--- src/include/alarm_pkg.sv ---
package alarm_pkg;
	localparam int FIELDS = 6;
	localparam logic [7:0] ADDR_STATUS = 8'h08;
	localparam logic [7:0] ADDR_ALARM_FIRST = 8'h10;
	localparam logic [7:0] ADDR_ALARM_LAST = 8'h15;
	localparam int BIT_ENABLE = 7;
	localparam int BIT_AUTO_CLEAR = 7;
	localparam int BIT_ALARM_FLAG = 4;
	localparam logic [7:0] ALARM_RESET = 8'h00;
	localparam logic [7:0] READ_ZERO = 8'h00;
	localparam logic [7:0] PULSE_TICKS_DEFAULT = 8'h01;
	localparam logic [7:0] CNT_ONE = 8'h01;

	typedef enum logic [1:0] {
		ST_IDLE = 2'b01,
		ST_PULSE = 2'b10
	} pulse_state_t;
endpackage

--- src/rtl/rtc_alarm_match_unit.sv ---
`timescale 1ns/100ps
module rtc_alarm_match_unit
	import alarm_pkg::*;
#(
	parameter logic [7:0] PULSE_TICKS = PULSE_TICKS_DEFAULT
) (
	input wire logic i_clk_sys,
	input wire logic i_rst,
	input wire logic i_second_tick,
	input wire logic [7:0] i_time_seconds,
	input wire logic [7:0] i_time_minutes,
	input wire logic [7:0] i_time_hours,
	input wire logic [7:0] i_time_date,
	input wire logic [7:0] i_time_month,
	input wire logic [7:0] i_time_weekday,
	input wire logic i_interrupt_mode_select,
	input wire logic i_freq_out_enable,
	input wire logic [7:0] i_reg_addr,
	input wire logic i_reg_wr,
	input wire logic [7:0] i_reg_wdata,
	input wire logic i_reg_rd,
	output logic [7:0] o_reg_rdata,
	output logic o_alarm_flag,
	output logic o_interrupt_or_freq_pin_n
);
	typedef struct packed {
		logic [FIELDS-1:0][7:0] alarm;
		logic auto_clear_on_read;
		logic alarm_flag;
		logic [7:0] rdata;
		logic pin_n;
		pulse_state_t st;
		logic [7:0] cnt;
		logic match_last;
	} state_t;

	state_t s_q;
	state_t s_d;
	logic match;
	logic trigger;
	logic in_alarm;
	logic [2:0] idx;
	logic [FIELDS-1:0][7:0] time_now;
	logic [FIELDS-1:0] alarm_en;
	logic [FIELDS-1:0] field_eq;

	// Weekday is the last field; there is deliberately no year slot
	alarm_field_compare #(.N(FIELDS)) u_cmp (
		.i_alarm_bytes(s_q.alarm),
		.i_time_bytes({i_time_weekday, i_time_month, i_time_date,
			i_time_hours, i_time_minutes, i_time_seconds}),
		.o_match(match)
	);

	// Time inputs already hold the new value in the tick cycle; only the
	// tick that reaches the match fires, so a cleared alarm stays clear
	assign trigger = i_second_tick && match &&
		!s_q.match_last;
	assign in_alarm = (i_reg_addr >= ADDR_ALARM_FIRST) &&
		(i_reg_addr <= ADDR_ALARM_LAST);
	assign idx = 3'(i_reg_addr - ADDR_ALARM_FIRST);

	// Independent per-field view, read only by the checks below
	assign time_now = {i_time_weekday, i_time_month, i_time_date,
		i_time_hours, i_time_minutes, i_time_seconds};
	genvar f;
	generate
		for (f = 0; f < FIELDS; f++) begin : g_chk
			assign alarm_en[f] = s_q.alarm[f][BIT_ENABLE];
			assign field_eq[f] = (s_q.alarm[f][BIT_ENABLE-1:0] ==
				time_now[f][BIT_ENABLE-1:0]);
		end
	endgenerate

	always_comb begin
		s_d = s_q;
		// Match seen at each tick, for edge detection
		if (i_second_tick) begin
			s_d.match_last = match;
		end
		if (i_reg_wr && in_alarm) begin
			s_d.alarm[idx] = i_reg_wdata;
			// New alarm value re-arms even if time already matches it
			s_d.match_last = 1'b0;
		end
		if (i_reg_wr && i_reg_addr == ADDR_STATUS) begin
			s_d.auto_clear_on_read = i_reg_wdata[BIT_AUTO_CLEAR];
			if (!i_reg_wdata[BIT_ALARM_FLAG]) begin
				s_d.alarm_flag = 1'b0;
			end
		end
		s_d.rdata = READ_ZERO;
		if (i_reg_rd && in_alarm) begin
			s_d.rdata = s_q.alarm[idx];
		end
		if (i_reg_rd && i_reg_addr == ADDR_STATUS) begin
			s_d.rdata[BIT_AUTO_CLEAR] = s_q.auto_clear_on_read;
			s_d.rdata[BIT_ALARM_FLAG] = s_q.alarm_flag;
			if (s_q.auto_clear_on_read) begin
				s_d.alarm_flag = 1'b0;
			end
		end
		// Set after the clears so a same-cycle event is never lost
		if (trigger) begin
			s_d.alarm_flag = 1'b1;
		end
		case (s_q.st)
			ST_IDLE: begin
				if (trigger) begin
					s_d.st = ST_PULSE;
					s_d.cnt = PULSE_TICKS;
				end
			end
			ST_PULSE: begin
				if (trigger) begin
					s_d.cnt = PULSE_TICKS;
				end else if (i_second_tick) begin
					if (s_q.cnt <= CNT_ONE) begin
						s_d.st = ST_IDLE;
					end
					s_d.cnt = s_q.cnt - CNT_ONE;
				end
			end
			default: begin
				s_d.st = ST_IDLE;
			end
		endcase
		// Frequency output owns the pin when enabled
		if (i_freq_out_enable) begin
			s_d.pin_n = 1'b1;
		end else if (i_interrupt_mode_select) begin
			s_d.pin_n = (s_d.st != ST_PULSE);
		end else begin
			s_d.pin_n = !s_d.alarm_flag;
		end
	end

	always_ff @(posedge i_clk_sys) begin
		if (i_rst) begin
			s_q.alarm <= {FIELDS{ALARM_RESET}};
			s_q.auto_clear_on_read <= 1'b0;
			s_q.alarm_flag <= 1'b0;
			s_q.rdata <= READ_ZERO;
			s_q.pin_n <= 1'b1;
			s_q.st <= ST_IDLE;
			s_q.cnt <= READ_ZERO;
			s_q.match_last <= 1'b0;
		end else begin
			s_q <= s_d;
		end
	end

	assign o_reg_rdata = s_q.rdata;
	assign o_alarm_flag = s_q.alarm_flag;
	assign o_interrupt_or_freq_pin_n = s_q.pin_n;

	property p_flag_on_trigger;
		@(posedge i_clk_sys) disable iff (i_rst)
		trigger |=> o_alarm_flag;
	endproperty
	a_flag_on_trigger: assert property (p_flag_on_trigger)
		else $error("flag not set after match");

	property p_flag_needs_trigger;
		@(posedge i_clk_sys) disable iff (i_rst)
		!o_alarm_flag ##1 o_alarm_flag |-> $past(trigger);
	endproperty
	a_flag_needs_trigger: assert property (p_flag_needs_trigger)
		else $error("flag rose without a match");

	property p_single_pin;
		@(posedge i_clk_sys) disable iff (i_rst)
		!i_freq_out_enable && !i_interrupt_mode_select |=>
			(o_interrupt_or_freq_pin_n == !o_alarm_flag);
	endproperty
	a_single_pin: assert property (p_single_pin)
		else $error("single event pin does not follow flag");

	property p_write_clear;
		@(posedge i_clk_sys) disable iff (i_rst)
		i_reg_wr && i_reg_addr == ADDR_STATUS &&
			!i_reg_wdata[BIT_ALARM_FLAG] && !trigger |=> !o_alarm_flag;
	endproperty
	a_write_clear: assert property (p_write_clear)
		else $error("flag survived a zero write");

	property p_read_clear;
		@(posedge i_clk_sys) disable iff (i_rst)
		i_reg_rd && i_reg_addr == ADDR_STATUS && s_q.auto_clear_on_read &&
			!trigger |=> !o_alarm_flag;
	endproperty
	a_read_clear: assert property (p_read_clear)
		else $error("auto clear on read failed");

	property p_no_read_clear;
		@(posedge i_clk_sys) disable iff (i_rst)
		i_reg_rd && !i_reg_wr && !s_q.auto_clear_on_read && o_alarm_flag
			|=> o_alarm_flag;
	endproperty
	a_no_read_clear: assert property (p_no_read_clear)
		else $error("flag cleared by read with auto clear off");

	property p_pulse_start;
		@(posedge i_clk_sys) disable iff (i_rst)
		trigger && !i_freq_out_enable && i_interrupt_mode_select |=>
			!o_interrupt_or_freq_pin_n;
	endproperty
	a_pulse_start: assert property (p_pulse_start)
		else $error("periodic pulse missing on match");

	property p_pulse_end;
		@(posedge i_clk_sys) disable iff (i_rst)
		s_q.st == ST_PULSE && s_q.cnt == CNT_ONE && i_second_tick &&
			!trigger |=> s_q.st == ST_IDLE;
	endproperty
	a_pulse_end: assert property (p_pulse_end)
		else $error("periodic pulse did not end");

	property p_alarm_readback;
		@(posedge i_clk_sys) disable iff (i_rst)
		i_reg_wr && in_alarm ##1 !i_reg_wr ##1 i_reg_rd && !i_reg_wr &&
			i_reg_addr == $past(i_reg_addr, 2) |=>
			o_reg_rdata == $past(i_reg_wdata, 3);
	endproperty
	a_alarm_readback: assert property (p_alarm_readback)
		else $error("alarm byte readback mismatch");

	property p_rdata_idle;
		@(posedge i_clk_sys) disable iff (i_rst)
		!i_reg_rd |=> o_reg_rdata == READ_ZERO;
	endproperty
	a_rdata_idle: assert property (p_rdata_idle)
		else $error("read data did not return to zero");

	property p_status_readback;
		@(posedge i_clk_sys) disable iff (i_rst)
		i_reg_rd && i_reg_addr == ADDR_STATUS |=>
			o_reg_rdata[BIT_ALARM_FLAG] == $past(o_alarm_flag);
	endproperty
	a_status_readback: assert property (p_status_readback)
		else $error("status readback does not show the flag");

	property p_unmapped_read;
		@(posedge i_clk_sys) disable iff (i_rst)
		i_reg_rd && !in_alarm && i_reg_addr != ADDR_STATUS |=>
			o_reg_rdata == READ_ZERO;
	endproperty
	a_unmapped_read: assert property (p_unmapped_read)
		else $error("unmapped address read nonzero");

	property p_no_stray_write;
		@(posedge i_clk_sys) disable iff (i_rst)
		!(i_reg_wr && in_alarm) |=> s_q.alarm == $past(s_q.alarm);
	endproperty
	a_no_stray_write: assert property (p_no_stray_write)
		else $error("alarm byte changed without a write");

	property p_trigger_fields;
		@(posedge i_clk_sys) disable iff (i_rst)
		trigger |-> &(field_eq | ~alarm_en);
	endproperty
	a_trigger_fields: assert property (p_trigger_fields)
		else $error("match fired with an enabled field unequal");

	property p_trigger_enabled;
		@(posedge i_clk_sys) disable iff (i_rst)
		trigger |-> |alarm_en;
	endproperty
	a_trigger_enabled: assert property (p_trigger_enabled)
		else $error("match fired with no field enabled");

	property p_trigger_reach;
		@(posedge i_clk_sys) disable iff (i_rst)
		i_second_tick && |alarm_en && &(field_eq | ~alarm_en) &&
			!s_q.match_last |-> trigger;
	endproperty
	a_trigger_reach: assert property (p_trigger_reach)
		else $error("time reached the alarm but no match fired");

	property p_flag_holds;
		@(posedge i_clk_sys) disable iff (i_rst)
		o_alarm_flag && !i_reg_wr && !i_reg_rd |=> o_alarm_flag;
	endproperty
	a_flag_holds: assert property (p_flag_holds)
		else $error("alarm flag dropped without host action");

	property p_pulse_hold;
		@(posedge i_clk_sys) disable iff (i_rst)
		s_q.st == ST_PULSE && !i_second_tick && !i_freq_out_enable &&
			i_interrupt_mode_select |=> !o_interrupt_or_freq_pin_n;
	endproperty
	a_pulse_hold: assert property (p_pulse_hold)
		else $error("periodic pulse ended between ticks");

	property p_pulse_idle;
		@(posedge i_clk_sys) disable iff (i_rst)
		s_q.st == ST_IDLE && !trigger && !i_freq_out_enable &&
			i_interrupt_mode_select |=> o_interrupt_or_freq_pin_n;
	endproperty
	a_pulse_idle: assert property (p_pulse_idle)
		else $error("periodic pin low without a pulse");

	property p_freq_owns_pin;
		@(posedge i_clk_sys) disable iff (i_rst)
		i_freq_out_enable |=> o_interrupt_or_freq_pin_n;
	endproperty
	a_freq_owns_pin: assert property (p_freq_owns_pin)
		else $error("alarm drove the pin while frequency output on");
endmodule // rtc_alarm_match_unit

--- src/rtl/alarm_field_compare.sv ---
`timescale 1ns/100ps
module alarm_field_compare
	import alarm_pkg::*;
#(
	parameter int N = FIELDS
) (
	input wire logic [N*8-1:0] i_alarm_bytes,
	input wire logic [N*8-1:0] i_time_bytes,
	output logic o_match
);
	logic [N-1:0] en;
	logic [N-1:0] hit;

	genvar g;
	generate
		for (g = 0; g < N; g++) begin : g_field
			// Enable bit sits where the time byte has its top bit; not compared
			assign en[g] = i_alarm_bytes[g*8+BIT_ENABLE];
			assign hit[g] = !en[g] || (i_alarm_bytes[g*8 +: BIT_ENABLE] ==
				i_time_bytes[g*8 +: BIT_ENABLE]);
		end
	endgenerate

	// Any mix of fields; nothing enabled means no alarm at all
	assign o_match = (|en) && (&hit);
endmodule // alarm_field_compare

--- config.mk ---
export PLATFORM = sky130hd
export DESIGN_NAME = rtc_alarm_match_unit
export DESIGN_NICKNAME = d
export VERILOG_FILES = /design/src/include/alarm_pkg.sv /design/src/rtl/rtc_alarm_match_unit.sv /design/src/rtl/alarm_field_compare.sv
export SDC_FILE = /design/constraint.sdc
export NUM_CORES = 1
export LEC_CHECK = 0
export ABC_AREA = 1
export BUFFER_PORTS_ARGS = -buffer_cell sky130_fd_sc_hd__buf_2
export CORE_AREA = 10 10 96 98
export CTS_BUF_LIST = sky130_fd_sc_hd__clkbuf_4 sky130_fd_sc_hd__clkbuf_8 sky130_fd_sc_hd__clkbuf_16
export DETAILED_ROUTE_END_ITERATION = 8
export DIE_AREA = 0 0 106 108
export HOLD_SLACK_MARGIN = 0.05
export PLACE_DENSITY = 0.89
export SLEW_MARGIN = 5
export SYNTH_ARGS = -nofsm -noshare
export SYNTH_HDL_FRONTEND = slang
export SYNTH_SLANG_ARGS = --single-unit
--- constraint.sdc ---
create_clock -name i_clk_sys -period 3.3 [get_ports i_clk_sys]
set_input_delay 0.165 -clock i_clk_sys [delete_from_list [all_inputs] [get_ports i_clk_sys]]
set_output_delay 0.165 -clock i_clk_sys [all_outputs]
set_load 0.01 [all_outputs]
**Yosys cells after proc, flatten, opt, wreduce, memory -nomap -nowiden**

Index checks and enable logic that the tools add are counted.

- Bits in registers: 70
- Bits in latches: 0
- Memory bits (writable): 0
- ROM bits: 0
- Input bits: 71
- Output and inout port bits: 10
- Word-level logic and storage cells: 84
- Memories: 0

- $add $sub $neg: 2
- $mul: 0
- Div/mod/pow operators: 0
- $lt $le $gt $ge: 5
- Equal/unequal tests: 12
- Shift operators: 0
- Multiplexer cells: 20
- Bitwise logic cells: 1
- Reductions and logical operators: 30

Operators by type and width:

| kind | number |
|---|---|
| $bwmux 48 | 1 |
| $eq 7x7->1 | 6 |
| $mux 8 | 4 |
| $bmux 8 s3 | 1 |
| $demux 8 s3 | 1 |
| $mux 10 | 2 |
| $pmux 8 s2 | 1 |
| $logic_and 1x1->1 | 9 |
| $eq 8x4->1 const B | 1 |
| $ge 8x5->1 const B | 1 |
| $le 8x1->1 const B | 1 |
| $le 8x5->1 const B | 1 |
| $logic_not 1->1 | 8 |
| $sub 8x1->8 const B | 1 |
| $logic_or 1x1->1 | 6 |
| $mux 1 | 6 |
| $mux 2 | 3 |
| $reduce_and 6->1 | 1 |
| $reduce_or 2->1 | 3 |
| $reduce_or 6->1 | 1 |
| $lt 3x4->1 const B | 1 |
| $ne 2x2->1 const B | 2 |
| $pmux 2 s2 | 1 |
| $ge 3x1->1 const B | 1 |
| other kinds (7) | 7 |

**Logic depth before layout (Yosys ltp)**

- Word-level depth: 10
- Depth in mapped cells: 17
- Mapped depth without buffers: 17

**Hierarchy**

A second synthesis with hierarchy kept.

- Cell total of the unflattened synthesis: 645
- Area total of the unflattened synthesis: 4042.6 sq um

Modules (own cells, without submodules):

| module | instances | cells an instance | area an instance (sq um) | sequential area each (sq um) |
|---|---|---|---|---|
| rtc_alarm_match_unit | 1 | 486 | 3310.7 | 1401.3 |
| alarm_field_compare | 1 | 159 | 732.0 | 0.0 |

**Worst setup path after synthesis**

No wires, ideal clock.

- Path type: flip-flop to flip-flop
- From: register s_q[57] in the netlist's numbering
- To: register s_q[4] in the netlist's numbering
- Setup time: 0.120 ns
- Arrival: 1.478 ns
- Data required time: 3.180 ns
- Slack: 1.702 ns
- Cell stages (with the launch flop): 15
- Path buffers: 0
- Clock period less this slack: 1.598 ns
- Path through: dfxtp_1 inv_2 nand2_1 nand2_1 nor2_1 nand2_1 o21bai_2 nand2_1 nor2_2 nand3_4 nand2_4 nand2_4 nor2_4 xor2_1 nor2_1

- Cells in the longest elaborated chain, start to end: 8
- Elaborated cells between the ends (all ways): 11
- Those cells by class: 3 x eq/ne; 2 x mux; 6 x reduce/logical

Ends and longest elaborated chain:

| element | line | source |
|---|---|---|
| start: declaration | rtc_alarm_match_unit.sv:37 | `state_t s_q;` |
| $eq 7x7->1 (*) | alarm_field_compare.sv:19 | `assign hit[g] = !en[g] \|\| (i_alarm_bytes[g*8 +: BIT_ENABLE] ==` |
| $logic_or 1x1->1 (*) | alarm_field_compare.sv:19 |  |
| $reduce_and 6->1 (*) | alarm_field_compare.sv:25 | `assign o_match = (\|en) && (&hit);` |
| $logic_and 1x1->1 (*) | alarm_field_compare.sv:25 |  |
| $logic_and 1x1->1 (*) (2 in series) | rtc_alarm_match_unit.sv:57 | `assign trigger = i_second_tick && match &&` |
| $ne 3x3->1 (no source line), or another cell as far along | n/a |  |
| $reduce_and 3->1 (no source line) or $pmux 8 s2 (tied branches) | n/a |  |

Mark *: on every way between the ends. The rest lies on a longest branch, timed or not.
A chain may end at the register's enable or synchronous reset.

**Worst setup path in the final report**

- From: register s_q[56] in the netlist's numbering
- To: register s_q[2] in the netlist's numbering

The elaborated chain is that of the path after synthesis.

==> reports/metrics.cfg <==
[setup_path]
crit_start = s_q[56]$_SDFFE_PP0P_
reg2reg_setup_slack_ns = 1.39
cp-end-kind = flip-flop
reg2reg_depth = 14
rr_startpoint = s_q[56]$_SDFFE_PP0P_
cp-start-kind = flip-flop
worstPathMaxFanout = 8
cp_data_arrival_time_ns = 2.15
cp-endpoint = s_q[2]$_SDFFE_PP0P_
critical_path_class = reg -> reg
r2r_end = s_q[2]$_SDFFE_PP0P_
required_ns = 3.55

[timing]
min_period_over_period_pct = 57.7
final-setup-viol-count = 0
skew_ns = 0.0115
tightest_slew_ns = 0.553
fmax_mhz = 525
fin_setup_tns_ns = 0
fin_crit_ns = 1.91
hold_ws_ns = 0.0832
rsz0062_at_grt = false
relSlewSlack_pct = 63.1
final_hold_viol_count = 0
drv_slew = 0

[layout]
finalNonFillerCells = 747
finish.utilization_pct = 60.3
synthToLayoutAreaGrowth_pct = 15.4
antenna_cells = 0
final_nets = 715
n_fill_cell = 668
drive_above_1_share_pct = 17.5

[floorplanning]
io_pins = 81
core_area_sq_mm = 0.00745
num_rows = 32
start_util_pct = 52.3
die_w_microns = 106
fp.dieArea_sq_mm = 0.0114
fp.dieH_microns = 108

[routing]
drcViolationCount = 0
first_iter_violations = 365
routedWlPerCell_microns = 13.9
wl_mm = 10.4
ant_nets = 0
firstDrtPassIters = 7
vias = 3899
viasPerCell = 5.22

[synth]
syn_inst = 576
synth-seq-cells = 70
synth_top_area_share_pct = 36.0
synth_ff_type = dfxtp_1
synth_async_sr_flop_share_pct = 0
synth_area_leaders = dfxtp_1 36%, nand2_1 12%, a21oi_1 9.4%, inv_1 9.1%, o21ai_0 8.7%
synth_warnings = 0
netlist_area_sq_mm = 0.00389
synth_nets = 651
yosysMostFrequentCell = nand2_1
synth_largest_area_cell = dfxtp_1
synth_enable_flop_cells = 0
avgSynthCellArea_sq_um = 6.76
synth_cell_types = 37
synthTopCellsByCount = 127 x nand2_1, 94 x inv_1, 73 x a21oi_1
yosysSeqAreaShare_pct = 36.0

[clocking]
cts.path.max_buffers = 2
cts_buffers = 9
hold_buffers = 1
cts_resized = 0
htreeDepth = 3
post-cts-setup-buffers = 0
cts.sinks = 70
insertion_delay_ns = 0.36
cts_tree = yes
root_buffer = clkbuf_8
clkTransAtPathRegs_ns = 0.08

[global_routing]
antenna_found_initial = 0
grt_overflow = 0
grt_pass1_vias = 3719
grt_pass1_wl_mm = 16.8
grt_usage_pct = 17.8
grt_max_degree = 53

[worst_hold_path]
min_path_type = in -> reg

[power]
p_per_area_mw_per_mm2 = 444
p_total_uw = 1990
p_leak_uw = 0.00198
max-vdd-ir-drop_v = 0.000244

[placed_design]
dpl.hpwl_mm = 7.86
portBuffers = 74
place_congestion = 0.901
placed_cells = 730

[run]
cap_violations = 0

[status]
outcome = finished clean

==> through the flow <==
step / area (sq um) / setup WS [ns]
2_1_floorplan: 3890 / 1.70
3_3_place_gp: 4260 / 1.38
3_5_place_dp: 4260 / 1.31
4_1_cts: 4490 / 1.40
5_1_grt: 4490 / 1.13
6_report: 4490 / 1.39
==> cell type report <==
cell class	instances	area (sq um)	area share [%]
Clock inverter	7	96.3	2.14
Clock buffer	9	124	2.76
Tap cell	102	128	2.84
Timing Repair Buffer	77	395	8.80
Multi-Input combinational cell	383	1980	44.0
Sequential cell	70	1400	31.2
Inverter	99	372	8.27
==> worst max-delay path, cell delays in order (launching register included) <==
cell      delay, ns
dfxtp_1        0.39
inv_1          0.07
nand2_1        0.06
nand2_1        0.05
nor2_1         0.08
nand2_1        0.08
o21bai_2       0.13
nand2_1        0.08
nor2_2         0.17
nand3_4        0.15
nand2_4        0.09
nand2_4        0.08
inv_1          0.14
o21ai_1        0.09
o211a_1        0.11
==> sequential cells by signal, indices dropped and copies added, names as in the netlist <==
| signal | count |
|---|---|
| alarm_en | 6 |
| o_alarm_flag | 1 |
| o_interrupt_or_freq_pin_n | 1 |
| o_reg_rdata | 8 |
| s_q | 54 |
==> report_power, final <==
group	internal, uW	switching [uW]
registers	868	16.5
clock network	428	338
logic	130	214
total	1430	569
==> layer usage <==
layer | track usage, % | wire [microns] | vias up
met5 | 0 | 0 | -
met4 | 7.54 | 182 | 0
met3 | 4.40 | 784 | 18
met2 | 29.8 | 4980 | 161
met1 | 21.4 | 4430 | 1755
li1 | - | - | 1965
==> worst min path at each step <==
| stage | from | endpoint | slack [ns] | depth (start not counted) |
|---|---|---|---|---|
| floorplan | i_interrupt_mode_select | o_interrupt_or_freq_pin_n$_SDFF_PP1_ | 0.27 | 2 |
| global placement | i_interrupt_mode_select | o_interrupt_or_freq_pin_n$_SDFF_PP1_ | 0.37 | 3 |
| detailed placement | i_interrupt_mode_select | o_interrupt_or_freq_pin_n$_SDFF_PP1_ | 0.38 | 3 |
| CTS | i_freq_out_enable | o_interrupt_or_freq_pin_n$_SDFF_PP1_ | 0.09 | 5 |
| global route | i_rst | s_q[1]$_SDFFE_PP0P_ | 0.11 | 2 |
| finish | i_freq_out_enable | o_interrupt_or_freq_pin_n$_SDFF_PP1_ | 0.08 | 5 |
==> cells by family (layout without fill, tap and decap cells) <==
kind of cell	Yosys count	in the layout	synth area share, %
xor gates and xnor gates	24	24	5.40
DFF	70	70	36.0
adders and majority gates	4	4	1.29
AOI/OAI and AO/OA	166	166	23.4
buffers and inverters	123	192	13.2
and+or+nand+nor	189	189	20.7
==> cells in the final DEF, fill, tap and decap left out, types with 2 or more instances in the layout <==
| master | n |
|---|---|
| o21ai_1 | 3 |
| inv_1 | 94 |
| ha_1 | 4 |
| clkinv_4 | 2 |
| xor2_1 | 6 |
| o211ai_1 | 7 |
| inv_2 | 4 |
| o21ai_0 | 68 |
| buf_2 | 74 |
| nand2_1 | 127 |
| nand2_4 | 2 |
| buf_4 | 2 |
| nor2_1 | 30 |
| bufinv_16 | 2 |
| a21oi_1 | 73 |
| a31oi_1 | 6 |
| clkbuf_8 | 9 |
| nand3_1 | 13 |
| nor3_1 | 2 |
| clkinv_2 | 2 |
| nand4_1 | 2 |
| o221ai_1 | 2 |
| nand2_2 | 2 |
| nor2_2 | 6 |
| xnor2_1 | 18 |
| dfxtp_1 | 70 |
Note: power is estimated with default switching activity, not from simulation.
